===== config.mk =====
export PLATFORM = sky130hd
export DESIGN_NAME = vfbsr_top
export DESIGN_NICKNAME = d
export VERILOG_FILES = /design/src/logic/vfbsr_pkg.sv /design/src/logic/vfbsr_sync.sv /design/src/logic/vfbsr_top.sv
export SDC_FILE = /design/constraint.sdc
export NUM_CORES = 1
export LEC_CHECK = 0
export ABC_AREA = 1
export BUFFER_PORTS_ARGS = -buffer_cell sky130_fd_sc_hd__buf_2
export CORE_ASPECT_RATIO = 1.25
export CORE_MARGIN = 2
export CORE_UTILIZATION = 57
export CTS_CLUSTER_SIZE = 40
export DETAILED_ROUTE_END_ITERATION = 10
export HOLD_SLACK_MARGIN = 0.15
export PLACE_DENSITY_LB_ADDON = 0.12
export RECOVER_POWER = 50
export SETUP_SLACK_MARGIN = 0.02
export SYNTH_ARGS = -nofsm -noshare
export SYNTH_HDL_FRONTEND = slang
export SYNTH_SLANG_ARGS = --single-unit

===== constraint.sdc =====
create_clock -name CLOCK -period 2.9 [get_ports CLOCK]
set_input_delay 0.435 -clock CLOCK [delete_from_list [all_inputs] [get_ports CLOCK]]
set_output_delay 0.435 -clock CLOCK [all_outputs]
set_load 0.05 [all_outputs]

===== src/logic/vfbsr_pkg.sv =====
package vfbsr_pkg;

    // Register indices; byte address is four times the index
    localparam logic [5:0] IDX_FIRST = 6'h0E;
    localparam logic [5:0] IDX_PIN_INPUT_CONTROL = 6'h0E;
    localparam logic [5:0] IDX_RESERVED_0F = 6'h0F;
    localparam logic [5:0] IDX_VIDEO_PORT_CONFIG = 6'h10;
    localparam logic [5:0] IDX_VIDEO_TYPE_MATCH_VALUE = 6'h11;
    localparam logic [5:0] IDX_RESERVED_12 = 6'h12;
    localparam logic [5:0] IDX_FORCED_TEST_ERROR = 6'h13;
    localparam logic [5:0] IDX_TEST_MODE_CONTROL = 6'h14;
    localparam logic [5:0] IDX_SENSOR_VOLTAGE_GAIN = 6'h15;
    localparam logic [5:0] IDX_RESERVED_16 = 6'h16;
    localparam logic [5:0] IDX_SENSOR_CONTROL_ZERO = 6'h17;
    localparam logic [5:0] IDX_SENSOR_CONTROL_ONE = 6'h18;
    localparam logic [5:0] IDX_VOLTAGE0_THRESHOLDS = 6'h19;
    localparam logic [5:0] IDX_LAST = 6'h19;

    // Reset values
    localparam logic [7:0] RST_PIN_INPUT_CONTROL = 8'h0F;
    localparam logic [7:0] RST_RESERVED_0F = 8'h00;
    localparam logic [7:0] RST_VIDEO_PORT_CONFIG = 8'h00;
    localparam logic [7:0] RST_VIDEO_TYPE_MATCH_VALUE = 8'h00;
    localparam logic [7:0] RST_RESERVED_12 = 8'h00;
    localparam logic [7:0] RST_FORCED_TEST_ERROR = 8'h00;
    localparam logic [7:0] RST_TEST_MODE_CONTROL = 8'h00;
    localparam logic [7:0] RST_SENSOR_VOLTAGE_GAIN = 8'h20;
    localparam logic [7:0] RST_RESERVED_16 = 8'h18;
    localparam logic [7:0] RST_SENSOR_CONTROL_ZERO = 8'h0C;
    localparam logic [7:0] RST_SENSOR_CONTROL_ONE = 8'h80;
    localparam logic [7:0] RST_VOLTAGE0_THRESHOLDS = 8'h62;

    // Writable bit masks where some bits are read-only
    localparam logic [7:0] MASK_RESERVED_0F = 8'h0F;

    // Field positions
    localparam int BIT_PIN0_OUTPUT_ENABLE = 4;
    localparam int BIT_ANY_LONG_TYPE_PASS = 4;
    localparam int BIT_TYPE_MATCH_ENABLE = 3;
    localparam int BIT_YUV10_TYPE_PASS = 2;
    localparam int BIT_FRAME_VALID_INVERT = 1;
    localparam int BIT_LINE_VALID_INVERT = 0;
    localparam int BIT_FORCE_GO = 7;
    localparam int BIT_LOCAL_TEST_MODE = 3;
    localparam int BIT_REMOTE_TEST_ENABLE = 0;
    localparam int BIT_GAIN_ENABLE = 7;

    // Packet type codes
    localparam logic [5:0] YUV10_CODE_A = 6'h19;
    localparam logic [5:0] YUV10_CODE_B = 6'h1D;
    localparam logic [5:0] YUV10_CODE_C = 6'h1F;

    // Test clock source encodings on the output port
    localparam logic [1:0] CLK_SRC_EXTERNAL = 2'h0;
    localparam logic [1:0] CLK_SRC_INT_50 = 2'h1;
    localparam logic [1:0] CLK_SRC_INT_25 = 2'h2;

    // Sensor enable field value that turns the sensors on
    localparam logic [1:0] SENSORS_ON = 2'h3;

    // Error injector states
    typedef enum logic {INJ_IDLE, INJ_RUN} vfbsr_inj_state_t;

endpackage


===== src/logic/vfbsr_sync.sv =====
`timescale 1ns/1ps
module vfbsr_sync #(
    parameter int WIDTH = 1
) (
    input wire logic CLOCK,
    input wire logic SYS_RST,
    input wire logic CLK_EN,
    input wire logic [WIDTH-1:0] ASYNC_IN,
    output logic [WIDTH-1:0] SYNC_OUT
);

    logic [WIDTH-1:0] stage1_reg;

    generate
        if (WIDTH < 1) begin : g_chk
            $error("vfbsr_sync needs WIDTH of at least one");
        end
    endgenerate

    // Two flip-flop chain; first stage feeds only the second
    always_ff @(posedge CLOCK) begin
        if (SYS_RST) begin
            stage1_reg <= '0;
            SYNC_OUT <= '0;
        end else if (CLK_EN) begin
            stage1_reg <= ASYNC_IN;
            SYNC_OUT <= stage1_reg;
        end
    end

endmodule


===== src/logic/vfbsr_top.sv =====
`timescale 1ns/1ps
// Summary of operation
// - Four pin input enables, reset enabled
// - Pin 0 output enable bit, reset off
// - Any-long enable passes every long type
// - Match enable passes the stored type
// - Match value writes ignored while matching
// - YUV enable passes 10-bit YUV at 100MHz
// - Invert frame and line valid on request
// - Match uses bits 5:0, any mode
// - Match only for long stored values
// - Seven-bit count of errors to inject
// - Test mode entry injects errors automatically
// - Writing go bit injects in normal mode
// - Two-bit test clock source select
// - Remote test enable bit, reset zero
// - Nonzero four-bit field requests forced errors
// - Gain equals 128 over divisor, reset 0x20
// - Sensor enable field, reset both enabled
// - Pin sense select for voltage measurement
// - Gain applies only with gain enable
// - Voltage 0 above upper limit raises alarm
// - Voltage 0 below lower limit raises alarm
module vfbsr_top
    import vfbsr_pkg::*;
#(
    parameter int ADDR_W = 8
) (
    input wire logic CLOCK,
    input wire logic SYS_RST,
    input wire logic CLK_EN,
    input wire logic [ADDR_W-1:0] AVS_ADDRESS,
    input wire logic AVS_READ,
    input wire logic AVS_WRITE,
    input wire logic [31:0] AVS_WRITEDATA,
    input wire logic [3:0] AVS_BYTEENABLE,
    output logic [31:0] AVS_READDATA,
    output logic AVS_WAITREQUEST,
    output logic [3:0] PIN_INPUT_ENABLE,
    output logic PIN0_OUTPUT_ENABLE,
    input wire logic FRAME_VALID_PIN,
    input wire logic LINE_VALID_PIN,
    output logic FRAME_VALID_OUT,
    output logic LINE_VALID_OUT,
    input wire logic VIDEO_100MHZ_MODE,
    input wire logic PKT_TYPE_STROBE,
    input wire logic [5:0] PKT_TYPE_CODE,
    output logic PKT_PASS_STROBE,
    output logic PKT_PASS,
    output logic LOCAL_TEST_MODE,
    output logic REMOTE_TEST_ENABLE,
    output logic [1:0] TEST_CLOCK_SOURCE,
    output logic FORWARD_ERROR_FORCE,
    output logic PARITY_ERROR_INJECT,
    output logic SENSORS_ENABLE,
    output logic VOLTAGE_SENSE_PIN0,
    output logic VOLTAGE_SENSE_PIN1,
    output logic [6:0] GAIN_DIVISOR,
    output logic GAIN_APPLY,
    input wire logic [2:0] VOLTAGE0_LEVEL,
    output logic VOLTAGE0_HIGH_ALARM,
    output logic VOLTAGE0_LOW_ALARM
);

    generate
        if (ADDR_W < 7) begin : g_chk
            $error("vfbsr_top needs ADDR_W of at least seven");
        end
    endgenerate

    logic [7:0] pin_input_control_reg;
    logic [7:0] reserved_0f_reg;
    logic [7:0] video_port_config_reg;
    logic [7:0] video_type_match_value_reg;
    logic [7:0] reserved_12_reg;
    logic [6:0] forced_parity_error_count_reg;
    logic force_parity_error_go_reg;
    logic [7:0] test_mode_control_reg;
    logic [7:0] sensor_voltage_gain_reg;
    logic [7:0] reserved_16_reg;
    logic [7:0] sensor_control_zero_reg;
    logic [7:0] sensor_control_one_reg;
    logic [7:0] voltage0_thresholds_reg;
    logic wait_reg;
    logic [6:0] wr_dec;
    logic [6:0] rd_dec;
    logic wr_take;
    logic [7:0] wdata;
    logic [7:0] read_value;
    logic [4:0] sync_in;
    logic [4:0] sync_out;
    logic local_prev_reg;
    logic entry_req_reg;
    logic start_req;
    vfbsr_inj_state_t inj_state_reg;
    logic [6:0] inj_cnt_reg;
    logic sense_pin0;

    // Word index and hit flag for a byte address
    function automatic logic [6:0] reg_decode(input logic [ADDR_W-1:0] addr);
        logic [ADDR_W-1:0] word;
        word = addr >> 2;
        reg_decode = {(addr[1:0] == 2'h0) && (word >= ADDR_W'(IDX_FIRST))
                      && (word <= ADDR_W'(IDX_LAST)), word[5:0]};
    endfunction

    // Packet type filter decision
    function automatic logic pass_decide(input logic [5:0] code, input logic [7:0] cfg,
                                         input logic [5:0] match, input logic mode100);
        logic long_code;
        logic match_long;
        logic yuv_code;
        long_code = code[5] | code[4];
        match_long = match[5] | match[4];
        yuv_code = (code == YUV10_CODE_A) || (code == YUV10_CODE_B) || (code == YUV10_CODE_C);
        pass_decide = (cfg[BIT_ANY_LONG_TYPE_PASS] && long_code)
            || (cfg[BIT_TYPE_MATCH_ENABLE] && match_long && code == match)
            || (cfg[BIT_YUV10_TYPE_PASS] && mode100 && yuv_code);
    endfunction

    assign wr_dec = reg_decode(AVS_ADDRESS);
    assign rd_dec = wr_dec;
    assign wdata = AVS_WRITEDATA[7:0];
    // Write takes effect at the edge where waitrequest is seen low
    assign wr_take = AVS_WRITE && !wait_reg && AVS_BYTEENABLE[0] && wr_dec[6];
    assign start_req = force_parity_error_go_reg || entry_req_reg;
    assign sense_pin0 = sensor_control_zero_reg[0];

    // Pin inputs pass two flip-flops
    assign sync_in = {VOLTAGE0_LEVEL, FRAME_VALID_PIN, LINE_VALID_PIN};

    vfbsr_sync #(
        .WIDTH(5)
    ) u_sync (
        .CLOCK(CLOCK),
        .SYS_RST(SYS_RST),
        .CLK_EN(CLK_EN),
        .ASYNC_IN(sync_in),
        .SYNC_OUT(sync_out)
    );

    // Read value mux
    always_comb begin
        case (rd_dec[5:0])
            IDX_PIN_INPUT_CONTROL: read_value = pin_input_control_reg;
            IDX_RESERVED_0F: read_value = reserved_0f_reg & MASK_RESERVED_0F;
            IDX_VIDEO_PORT_CONFIG: read_value = video_port_config_reg;
            IDX_VIDEO_TYPE_MATCH_VALUE: read_value = video_type_match_value_reg;
            IDX_RESERVED_12: read_value = reserved_12_reg;
            IDX_FORCED_TEST_ERROR: read_value = {force_parity_error_go_reg,
                                                 forced_parity_error_count_reg};
            IDX_TEST_MODE_CONTROL: read_value = test_mode_control_reg;
            IDX_SENSOR_VOLTAGE_GAIN: read_value = sensor_voltage_gain_reg;
            IDX_RESERVED_16: read_value = reserved_16_reg;
            IDX_SENSOR_CONTROL_ZERO: read_value = sensor_control_zero_reg;
            IDX_SENSOR_CONTROL_ONE: read_value = sensor_control_one_reg;
            IDX_VOLTAGE0_THRESHOLDS: read_value = voltage0_thresholds_reg;
            default: read_value = 8'h00;
        endcase
    end

    // Bus handshake: one wait cycle, then a one-cycle answer
    always_ff @(posedge CLOCK) begin
        if (SYS_RST) begin
            wait_reg <= 1'b1;
            AVS_READDATA <= 32'h00000000;
        end else if (CLK_EN) begin
            wait_reg <= !((AVS_READ || AVS_WRITE) && wait_reg);
            if (AVS_READ && wait_reg) begin
                AVS_READDATA <= rd_dec[6] ? {24'h000000, read_value} : 32'h00000000;
            end
        end
    end

    assign AVS_WAITREQUEST = wait_reg;

    // Plain read/write registers
    always_ff @(posedge CLOCK) begin
        if (SYS_RST) begin
            pin_input_control_reg <= RST_PIN_INPUT_CONTROL;
            reserved_0f_reg <= RST_RESERVED_0F;
            video_port_config_reg <= RST_VIDEO_PORT_CONFIG;
            reserved_12_reg <= RST_RESERVED_12;
            test_mode_control_reg <= RST_TEST_MODE_CONTROL;
            sensor_voltage_gain_reg <= RST_SENSOR_VOLTAGE_GAIN;
            reserved_16_reg <= RST_RESERVED_16;
            sensor_control_zero_reg <= RST_SENSOR_CONTROL_ZERO;
            sensor_control_one_reg <= RST_SENSOR_CONTROL_ONE;
            voltage0_thresholds_reg <= RST_VOLTAGE0_THRESHOLDS;
        end else if (CLK_EN && wr_take) begin
            case (wr_dec[5:0])
                IDX_PIN_INPUT_CONTROL: pin_input_control_reg <= wdata;
                IDX_RESERVED_0F: reserved_0f_reg <= wdata & MASK_RESERVED_0F;
                IDX_VIDEO_PORT_CONFIG: video_port_config_reg <= wdata;
                IDX_RESERVED_12: reserved_12_reg <= wdata;
                IDX_TEST_MODE_CONTROL: test_mode_control_reg <= wdata;
                IDX_SENSOR_VOLTAGE_GAIN: sensor_voltage_gain_reg <= wdata;
                IDX_RESERVED_16: reserved_16_reg <= wdata;
                IDX_SENSOR_CONTROL_ZERO: sensor_control_zero_reg <= wdata;
                IDX_SENSOR_CONTROL_ONE: sensor_control_one_reg <= wdata;
                IDX_VOLTAGE0_THRESHOLDS: voltage0_thresholds_reg <= wdata;
                default: ;
            endcase
        end
    end

    // Match value, locked while matching is on
    always_ff @(posedge CLOCK) begin
        if (SYS_RST) begin
            video_type_match_value_reg <= RST_VIDEO_TYPE_MATCH_VALUE;
        end else if (CLK_EN && wr_take && wr_dec[5:0] == IDX_VIDEO_TYPE_MATCH_VALUE
                     && !video_port_config_reg[BIT_TYPE_MATCH_ENABLE]) begin
            video_type_match_value_reg <= wdata;
        end
    end

    // Error count and self-clearing go bit; a new set beats the clear
    always_ff @(posedge CLOCK) begin
        if (SYS_RST) begin
            forced_parity_error_count_reg <= RST_FORCED_TEST_ERROR[6:0];
            force_parity_error_go_reg <= RST_FORCED_TEST_ERROR[BIT_FORCE_GO];
        end else if (CLK_EN) begin
            if (wr_take && wr_dec[5:0] == IDX_FORCED_TEST_ERROR) begin
                forced_parity_error_count_reg <= wdata[6:0];
            end
            if (wr_take && wr_dec[5:0] == IDX_FORCED_TEST_ERROR && wdata[BIT_FORCE_GO]) begin
                force_parity_error_go_reg <= 1'b1;
            end else if (start_req) begin
                force_parity_error_go_reg <= 1'b0;
            end
        end
    end

    // Test mode entry and nonzero force field raise an internal request
    always_ff @(posedge CLOCK) begin
        if (SYS_RST) begin
            local_prev_reg <= 1'b0;
            entry_req_reg <= 1'b0;
        end else if (CLK_EN) begin
            local_prev_reg <= test_mode_control_reg[BIT_LOCAL_TEST_MODE];
            if (test_mode_control_reg[BIT_LOCAL_TEST_MODE] && !local_prev_reg) begin
                entry_req_reg <= 1'b1;
            end else if (wr_take && wr_dec[5:0] == IDX_TEST_MODE_CONTROL
                         && wdata[7:4] != 4'h0) begin
                entry_req_reg <= 1'b1;
            end else if (start_req) begin
                entry_req_reg <= 1'b0;
            end
        end
    end

    // Injector: one parity error pulse per cycle, count as programmed
    always_ff @(posedge CLOCK) begin
        if (SYS_RST) begin
            inj_state_reg <= INJ_IDLE;
            inj_cnt_reg <= 7'h00;
            PARITY_ERROR_INJECT <= 1'b0;
        end else if (CLK_EN) begin
            PARITY_ERROR_INJECT <= 1'b0;
            if (start_req) begin
                inj_cnt_reg <= forced_parity_error_count_reg;
                inj_state_reg <= (forced_parity_error_count_reg != 7'h00) ? INJ_RUN : INJ_IDLE;
            end else begin
                case (inj_state_reg)
                    INJ_IDLE: inj_state_reg <= INJ_IDLE;
                    INJ_RUN: begin
                        PARITY_ERROR_INJECT <= 1'b1;
                        inj_cnt_reg <= inj_cnt_reg - 7'h01;
                        if (inj_cnt_reg == 7'h01) begin
                            inj_state_reg <= INJ_IDLE;
                        end
                    end
                    default: inj_state_reg <= INJ_IDLE;
                endcase
            end
        end
    end

    // Packet filter result, one cycle after the strobe
    always_ff @(posedge CLOCK) begin
        if (SYS_RST) begin
            PKT_PASS_STROBE <= 1'b0;
            PKT_PASS <= 1'b0;
        end else if (CLK_EN) begin
            PKT_PASS_STROBE <= PKT_TYPE_STROBE;
            PKT_PASS <= PKT_TYPE_STROBE && pass_decide(PKT_TYPE_CODE, video_port_config_reg,
                video_type_match_value_reg[5:0], VIDEO_100MHZ_MODE);
        end
    end

    // Sync polarity, test, sensor and alarm outputs
    always_ff @(posedge CLOCK) begin
        if (SYS_RST) begin
            FRAME_VALID_OUT <= 1'b0;
            LINE_VALID_OUT <= 1'b0;
            TEST_CLOCK_SOURCE <= CLK_SRC_EXTERNAL;
            FORWARD_ERROR_FORCE <= 1'b0;
            SENSORS_ENABLE <= 1'b0;
            VOLTAGE_SENSE_PIN0 <= 1'b0;
            VOLTAGE_SENSE_PIN1 <= 1'b0;
            GAIN_APPLY <= 1'b0;
            VOLTAGE0_HIGH_ALARM <= 1'b0;
            VOLTAGE0_LOW_ALARM <= 1'b0;
        end else if (CLK_EN) begin
            FRAME_VALID_OUT <= sync_out[1] ^ video_port_config_reg[BIT_FRAME_VALID_INVERT];
            LINE_VALID_OUT <= sync_out[0] ^ video_port_config_reg[BIT_LINE_VALID_INVERT];
            if (test_mode_control_reg[2]) begin
                TEST_CLOCK_SOURCE <= CLK_SRC_INT_25;
            end else if (test_mode_control_reg[1]) begin
                TEST_CLOCK_SOURCE <= CLK_SRC_INT_50;
            end else begin
                TEST_CLOCK_SOURCE <= CLK_SRC_EXTERNAL;
            end
            FORWARD_ERROR_FORCE <= test_mode_control_reg[7:4] != 4'h0;
            SENSORS_ENABLE <= sensor_control_zero_reg[3:2] == SENSORS_ON;
            VOLTAGE_SENSE_PIN0 <= sense_pin0;
            VOLTAGE_SENSE_PIN1 <= sensor_control_zero_reg[1];
            GAIN_APPLY <= sensor_control_one_reg[BIT_GAIN_ENABLE];
            VOLTAGE0_HIGH_ALARM <= sense_pin0
                && sync_out[4:2] > voltage0_thresholds_reg[6:4];
            VOLTAGE0_LOW_ALARM <= sense_pin0
                && sync_out[4:2] < voltage0_thresholds_reg[2:0];
        end
    end

    // Direct register fields
    assign PIN_INPUT_ENABLE = pin_input_control_reg[3:0];
    assign PIN0_OUTPUT_ENABLE = pin_input_control_reg[BIT_PIN0_OUTPUT_ENABLE];
    assign LOCAL_TEST_MODE = test_mode_control_reg[BIT_LOCAL_TEST_MODE];
    assign REMOTE_TEST_ENABLE = test_mode_control_reg[BIT_REMOTE_TEST_ENABLE];
    assign GAIN_DIVISOR = sensor_voltage_gain_reg[6:0];

    logic [7:0] pulse_seen_reg;
    logic [7:0] pulse_load_reg;

    // Pulse counter for the injector check
    always_ff @(posedge CLOCK) begin
        if (SYS_RST) begin
            pulse_seen_reg <= 8'h00;
            pulse_load_reg <= 8'h00;
        end else if (CLK_EN) begin
            if (start_req) begin
                pulse_seen_reg <= 8'h00;
                pulse_load_reg <= {1'b0, forced_parity_error_count_reg};
            end else if (PARITY_ERROR_INJECT) begin
                pulse_seen_reg <= pulse_seen_reg + 8'h01;
            end
        end
    end
endmodule


# ---- Word-level counts from Yosys, hierarchy flattened
# Cells that the tools add are included.
dict set report word_totals {
  ff_bits 159
  latch_bits 0
  mem_bits_rw 0
  mem_bits_ro 0
  output_inout_bits 61
  wordCells 133
  memories 0
}
dict set report op_classes {
  addsub 1
  multipliers 0
  div_mod_pow 0
  n_lt_le_gt_ge 4
  n_eq_ne 18
  n_shift 0
  mux 16
  bitwise_logic 5
  reduce_logical 55
}
# operator count
set ops {}
lappend ops {{$pmux 8 s12} 1}
lappend ops {{$eq 6x5->1 const B} 13}
lappend ops {{$reduce_and 2->1} 15}
lappend ops {{$logic_and 1x1->1} 23}
lappend ops {{$mux 7} 2}
lappend ops {{$eq 6x4->1 const B} 2}
lappend ops {{$mux 1} 10}
lappend ops {{$mux 8} 1}
lappend ops {{$reduce_bool 4->1} 2}
lappend ops {{$eq 7x1->1 const B} 1}
lappend ops {{$reduce_bool 7->1} 1}
lappend ops {{$sub 7x1->7 const B} 1}
lappend ops {{$eq 6x6->1} 1}
lappend ops {{$ge 6x4->1 const B} 1}
lappend ops {{$le 6x5->1 const B} 1}
lappend ops {{$logic_or 1x1->1} 6}
lappend ops {{$logic_not 1->1} 4}
lappend ops {{$reduce_bool 2->1} 2}
lappend ops {{$gt 3x3->1} 1}
lappend ops {{$lt 3x3->1} 1}
lappend ops {{$reduce_bool 3->1} 1}
lappend ops {{$eq 2x2->1 const B} 1}
lappend ops {{$logic_not 2->1} 1}
lappend ops {{$mux 2} 1}
lappend ops {{other kinds (4)} 6}

# ---- Logic depth before layout (Yosys ltp)
dict set report logic_depth {
  depth_word 8
  mapped_depth 11
  ltp_nobuf 10
}

# ---- Cells and area by module
# Synthesis repeated with hierarchy kept, for this count alone.
dict set report unflattened {
  cells_unflattened 1121
  area_unflattened_um2 7313.3
}
# mod instances cells_per_inst area_each_um2
set by_module_without_submodules {}
lappend by_module_without_submodules {vfbsr_top 1 1058 6894.1}
lappend by_module_without_submodules {vfbsr_sync 1 63 419.2}

# ---- Least setup slack after synthesis
# Ideal clock, no wire load.
dict set report synth_path {
  kind {input port to flip-flop}
  start {input AVS_ADDRESS[3]}
  end {register sensor_control_zero_reg[3]}
  setup_ns 0.134
  t_arrival_ns 1.575
  path_slack_ns 1.192
  cell_stages 10
  path_buffers 2
  cell_sequence {inv_1 nand2_1 nor2_4 nand2_2 nand3_2 buf_6 nand4_2 buf_2 nand2_1 nand3_1}
}
dict set report synth_between {
  elab_chain_len 6
}
# item line_no
set synth_rtl {}
lappend synth_rtl {{from (decl)} vfbsr_top.sv:32} ;# input wire logic [ADDR_W-1:0] AVS_ADDRESS,
lappend synth_rtl {{$ge 6x4->1} vfbsr_top.sv:103} ;# reg_decode = {(addr[1:0] == 2'h0) && (word >= ADDR_W'(IDX_FIRST))
lappend synth_rtl {{$logic_and 1x1->1} vfbsr_top.sv:103}
lappend synth_rtl {{$logic_and 1x1->1} vfbsr_top.sv:104} ;# && (word <= ADDR_W'(IDX_LAST)), word[5:0]};
lappend synth_rtl {{$logic_and 1x1->1} vfbsr_top.sv:125} ;# assign wr_take = AVS_WRITE && !wait_reg && AVS_BYTEENABLE[0] && wr_dec[6];
lappend synth_rtl {{$logic_and 1x1->1} vfbsr_top.sv:190} ;# end else if (CLK_EN && wr_take) begin
lappend synth_rtl {{$reduce_and 2->1 (no source line) *} n/a}
lappend synth_rtl {{to (signal assigned)} vfbsr_top.sv:199} ;# IDX_SENSOR_CONTROL_ZERO: sensor_control_zero_reg <= wdata;
lappend synth_rtl {{to (decl)} vfbsr_top.sv:81} ;# logic [7:0] sensor_control_zero_reg;
# Mark *: on every way between the ends. The rest lies on a longest branch, timed or not.
# A chain may end at the register's enable or synchronous reset.

==> results.md <==
- The run finished with clean final reports.
- In this run the register-to-register setup slack is 1150 ps.
- The clock period could shrink to 2219 ps.
- The clock tree from TritonCTS is done.
- The setup-violating endpoint count in the final report is 0.
- The worst setup path is launched from an input port.
- The count of routing violations after the opening detailed-route iteration is 543.
- The net switching component of the power is 1.220 mW.
- The synthesized instance count is 1,109.
- Internal power comes to 3.243 mW.
- The met3 track demand over resource in global routing is 6.687%.
- The worst hold path belongs to the class in2reg.
- In this run the vertical extent of the chip is 128.7 um.
- The pin count of the biggest net entering global routing is 44.
- The detailed-route vias per instance is 5.213.
- Data on the critical path is required at its endpoint by 3190 ps.
- The number of hold-slack violations in the final timing report is 0.
- The timing startpoint of the critical path is SYS_RST.
- The startpoint identified for the worst register-to-register timing path is AVS_WAITREQUEST$_SDFFE_PP1P_.
- The net count of the finished layout is 1,220.
- The number of core rows is 45.
- The via count of the first global-routing pass is 6,152.
- The maximum clock skew at final layout is 7.570 ps.
- Counting cells, the worst reg-to-reg path comes to 6.
- Each instance of the synthesized netlist takes up on average 6.395 um2.
- The share of synthesized flip-flops with an asynchronous set or reset is 0%.
- Detailed placement finished with a half-perimeter wire length of 13.43 mm.
- The initial core utilization is 58.31%.
- The largest driver fanout on the critical path is 36.
- For the worst-skew pair, the clock arrives at the later sink with an insertion delay of 430 ps.
- The Yosys step of the flow raised 0 warnings.
- The number of diodes added for antenna fixing is 0.
- The number of hold buffers added after cts is 0.
- Ranked by total cell area, the synthesized netlist is headed by sky130_fd_sc_hd__dfxtp_1 (38%), sky130_fd_sc_hd__nand2_1 (15%), sky130_fd_sc_hd__nor2_1 (12%).
- The top cell type's share of synthesized area is 38.11%.
- The area of all placed cells without fillers is 7915 um2.
- After routing, the total negative slack on setup checks comes to 0 ps.
- In this run the number of H-tree levels came out at 4.
- Port buffering added 71 buffers.
- The clock drives 135 sinks.
- The final routed wire length divided by cell count is 14.71 um.
- Counting flops and latches in the post-synthesis netlist gives 135.
- The clock buffer count from CTS is 17.
- In this run the post-CTS setup repair buffer count came out at 0.
- 123 I/O pins were placed.
- Net switching is 27.33% of the power.
- The max-slew violation total from the final report is 0.
- Counting instances, the worst hold path has a depth of 3.
- In the final layout, the share of cells above drive strength 1 is 8.763%.
- The most used flip-flop cell after synthesis is sky130_fd_sc_hd__dfxtp_1.
- Timing would allow up to 450.6 MHz.
- The power consumption is 4.463 mW.
- In the routed design, unresolved DRC markers number 0.
- Setup repair after global routing left no endpoint under its margin.
- The first global-routing pass estimated 31.37 mm of wire.
- met2 is the most crowded layer.
- The first-pass iteration count of the detailed router is 8.
- In this run, the combinational gates consume 8.6% of the power.
- The relative contribution of the clock network to total power is 48.9%.
- By count the netlist is led by sky130_fd_sc_hd__nand2_1 (280), sky130_fd_sc_hd__nor2_1 (236), sky130_fd_sc_hd__dfxtp_1 (135).
- The met1 demand-to-capacity share in global routing is 37.59%.
- After the flow finishes, the layout carries non-filler instances totaling 1,328.
- For this run the aggregate overflow at the end of global routing stands at 0.
- The floorplan step defined a core boundary enclosing 12,160 um2.
- Global routing consumed, over all layers together, 29.94% of the routing resources.
- For this design the static power due to leakage is 4.104 nW.
- The period utilization is 76.53%.
- The kind of critical path is in2reg.
- Across the run, the number of max-cap violations was 0.
- Of all cell types, the one taking the most synthesized area is sky130_fd_sc_hd__dfxtp_1.
- The area growth from synthesis to layout is 11.61%.
- The weighted congestion reported at the end of routability-driven placement is 0.8965.
- After detailed placement, the design holds a cell count of 1,296.
- The routed layout has 6,923 vias.
- The number of different library cells used by synthesis comes to 32.
- The number of antenna violations at the first check in global routing is 0.
- After clock tree synthesis, the clock-pin slew on the worst setup and hold paths is 60 ps.
- IR analysis of the VDD net gives a maximum drop of 0.3736 mV.
- The post-CTS resize count is 0.
- The clock root buffer master is sky130_fd_sc_hd__clkbuf_16.
- The type of element capturing the critical path is a flop.
- The slowest stage of the critical path is the sky130_fd_sc_hd__clkbuf_1 cell.
- The register area share after synthesis is 38.11%.
- The global routing met2 resource utilization is 50.68%.
- The floorplan step defined a die boundary enclosing 13,360 um2.
- The synthesized design contains 0 enable-type register cells.
- The worst pin sits at a relative slew slack of 18.91%.
- The worst register-to-register path ends at reserved_16_reg[2]$_SDFFE_PP0P_.
- The die outline width is 103.8 um.
- The critical path arrival is 2510 ps.
- The critical path goes through clkbuf_1, inv_1, clkbuf_2, o21ai_0, a31oi_1.
- The most common cell in the synthesized netlist is sky130_fd_sc_hd__nand2_1.
- The pin slew with the least headroom to its limit is 1216 ps.
- The portion of total power attributed to sequential cells is 42.5%.
- The deepest clock path buffer count is 2.
- The most critical setup path has its endpoint at inj_cnt_reg[0]$_SDFFE_PP0P_.
- The detail route stage leaves a number of antenna-violating nets equal to 0.
- In this design, the stage delay of the slowest critical-path cell is 870 ps.
- Summing all placed instances gives a cell area of 7375 um2.
- The synthesized netlist occupies a cell area of 7092 um2.
- The final layout contains routed wiring with a total length of 19.53 mm.
- Dividing total power by cell area gives a power density of 563.9 nW/um2.
==> routing by layer <==
metal / routed length [um] / share of wire [%] / vias to the layer above
met5: 0 / 0 / -
met4: 545 / 2.8 / 0
met3: 1378 / 7.1 / 45
met2: 9423 / 48 / 248
met1: 8184 / 42 / 3126
li1: - / - / 3504
==> how the worst min path moves through the flow <==
| stage | start | to | slack (ps) |
|---|---|---|---|
| 6_report | VOLTAGE0_LEVEL[0] | u_sync.stage1_reg[2]$_SDFFE_PP0P_ | 220 |
| 5_1_grt | VOLTAGE0_LEVEL[2] | u_sync.stage1_reg[4]$_SDFFE_PP0P_ | 230 |
| 3_3_place_gp | inj_cnt_reg[5]$_SDFFE_PP0P_ | inj_cnt_reg[5]$_SDFFE_PP0P_ | 450 |
| 2_1_floorplan | inj_cnt_reg[5]$_SDFFE_PP0P_ | inj_cnt_reg[5]$_SDFFE_PP0P_ | 440 |
| 3_5_place_dp | AVS_READDATA[4]$_SDFFE_PP0P_ | AVS_READDATA[4]$_SDFFE_PP0P_ | 450 |
| 4_1_cts | VOLTAGE0_LEVEL[2] | u_sync.stage1_reg[4]$_SDFFE_PP0P_ | 210 |
==> layout make-up <==
type | instances | area [um2]
clock buffers | 17 | 425.4
clock inverters | 15 | 168.9
flip-flops and latches | 135 | 2703
inverters | 113 | 424.2
multi-input cells | 795 | 3552
fillers | 1210 | 4247
well taps | 164 | 205.2
repair buffers | 89 | 436.7
==> worst max-delay path: cells and delay by family <==
family	cells	cell delay (ps)
buf+inv	3	1790
compound gates	2	260
==> logic make-up after synthesis <==
kind of cell | Yosys count | synth area share [%]
flops | 135 | 38.11
other cells | 1 | 0.05288
buf+inv | 202 | 13.02
fa+ha+maj | 7 | 1.235
xor+xnor | 7 | 0.8645
compound gates | 80 | 5.893
simple gates | 677 | 40.83
==> layout by cell type, fill, tap and decap left out, drive strengths merged, types with 7 or more instances in the layout <==
master and instances:
inv 119, nand3 101, a21oi 39, dfxtp 135, nand2 281, nand4 34, buf 49, nor2 242
o21ai 33, nor3 12, conb 24, ha 7, clkbuf 57
==> power groups by stage <==
stage | sequential [mW] | combinational (mW) | clock, mW
2_1_floorplan | 1.96 | 0.273 | 0
6_report | 1.90 | 0.385 | 2.18
4_1_cts | 1.90 | 0.385 | 2.20
5_1_grt | 1.90 | 0.414 | 2.28
3_3_place_gp | 1.94 | 0.380 | 0
3_5_place_dp | 1.94 | 0.383 | 0
==> per-stage QoR <==
step	utilization, %	hold WS, ps	worst slack [ps]
final	65.08	222.0	680.6
after global routing	65.08	231.1	475.1
after CTS	65.52	214.8	965.6
after detailed placement	60.64	452.5	510.4
after global placement	60.64	445.8	570.5
after floorplan	-	438.4	1192
(Power assumes the default switching activity.)
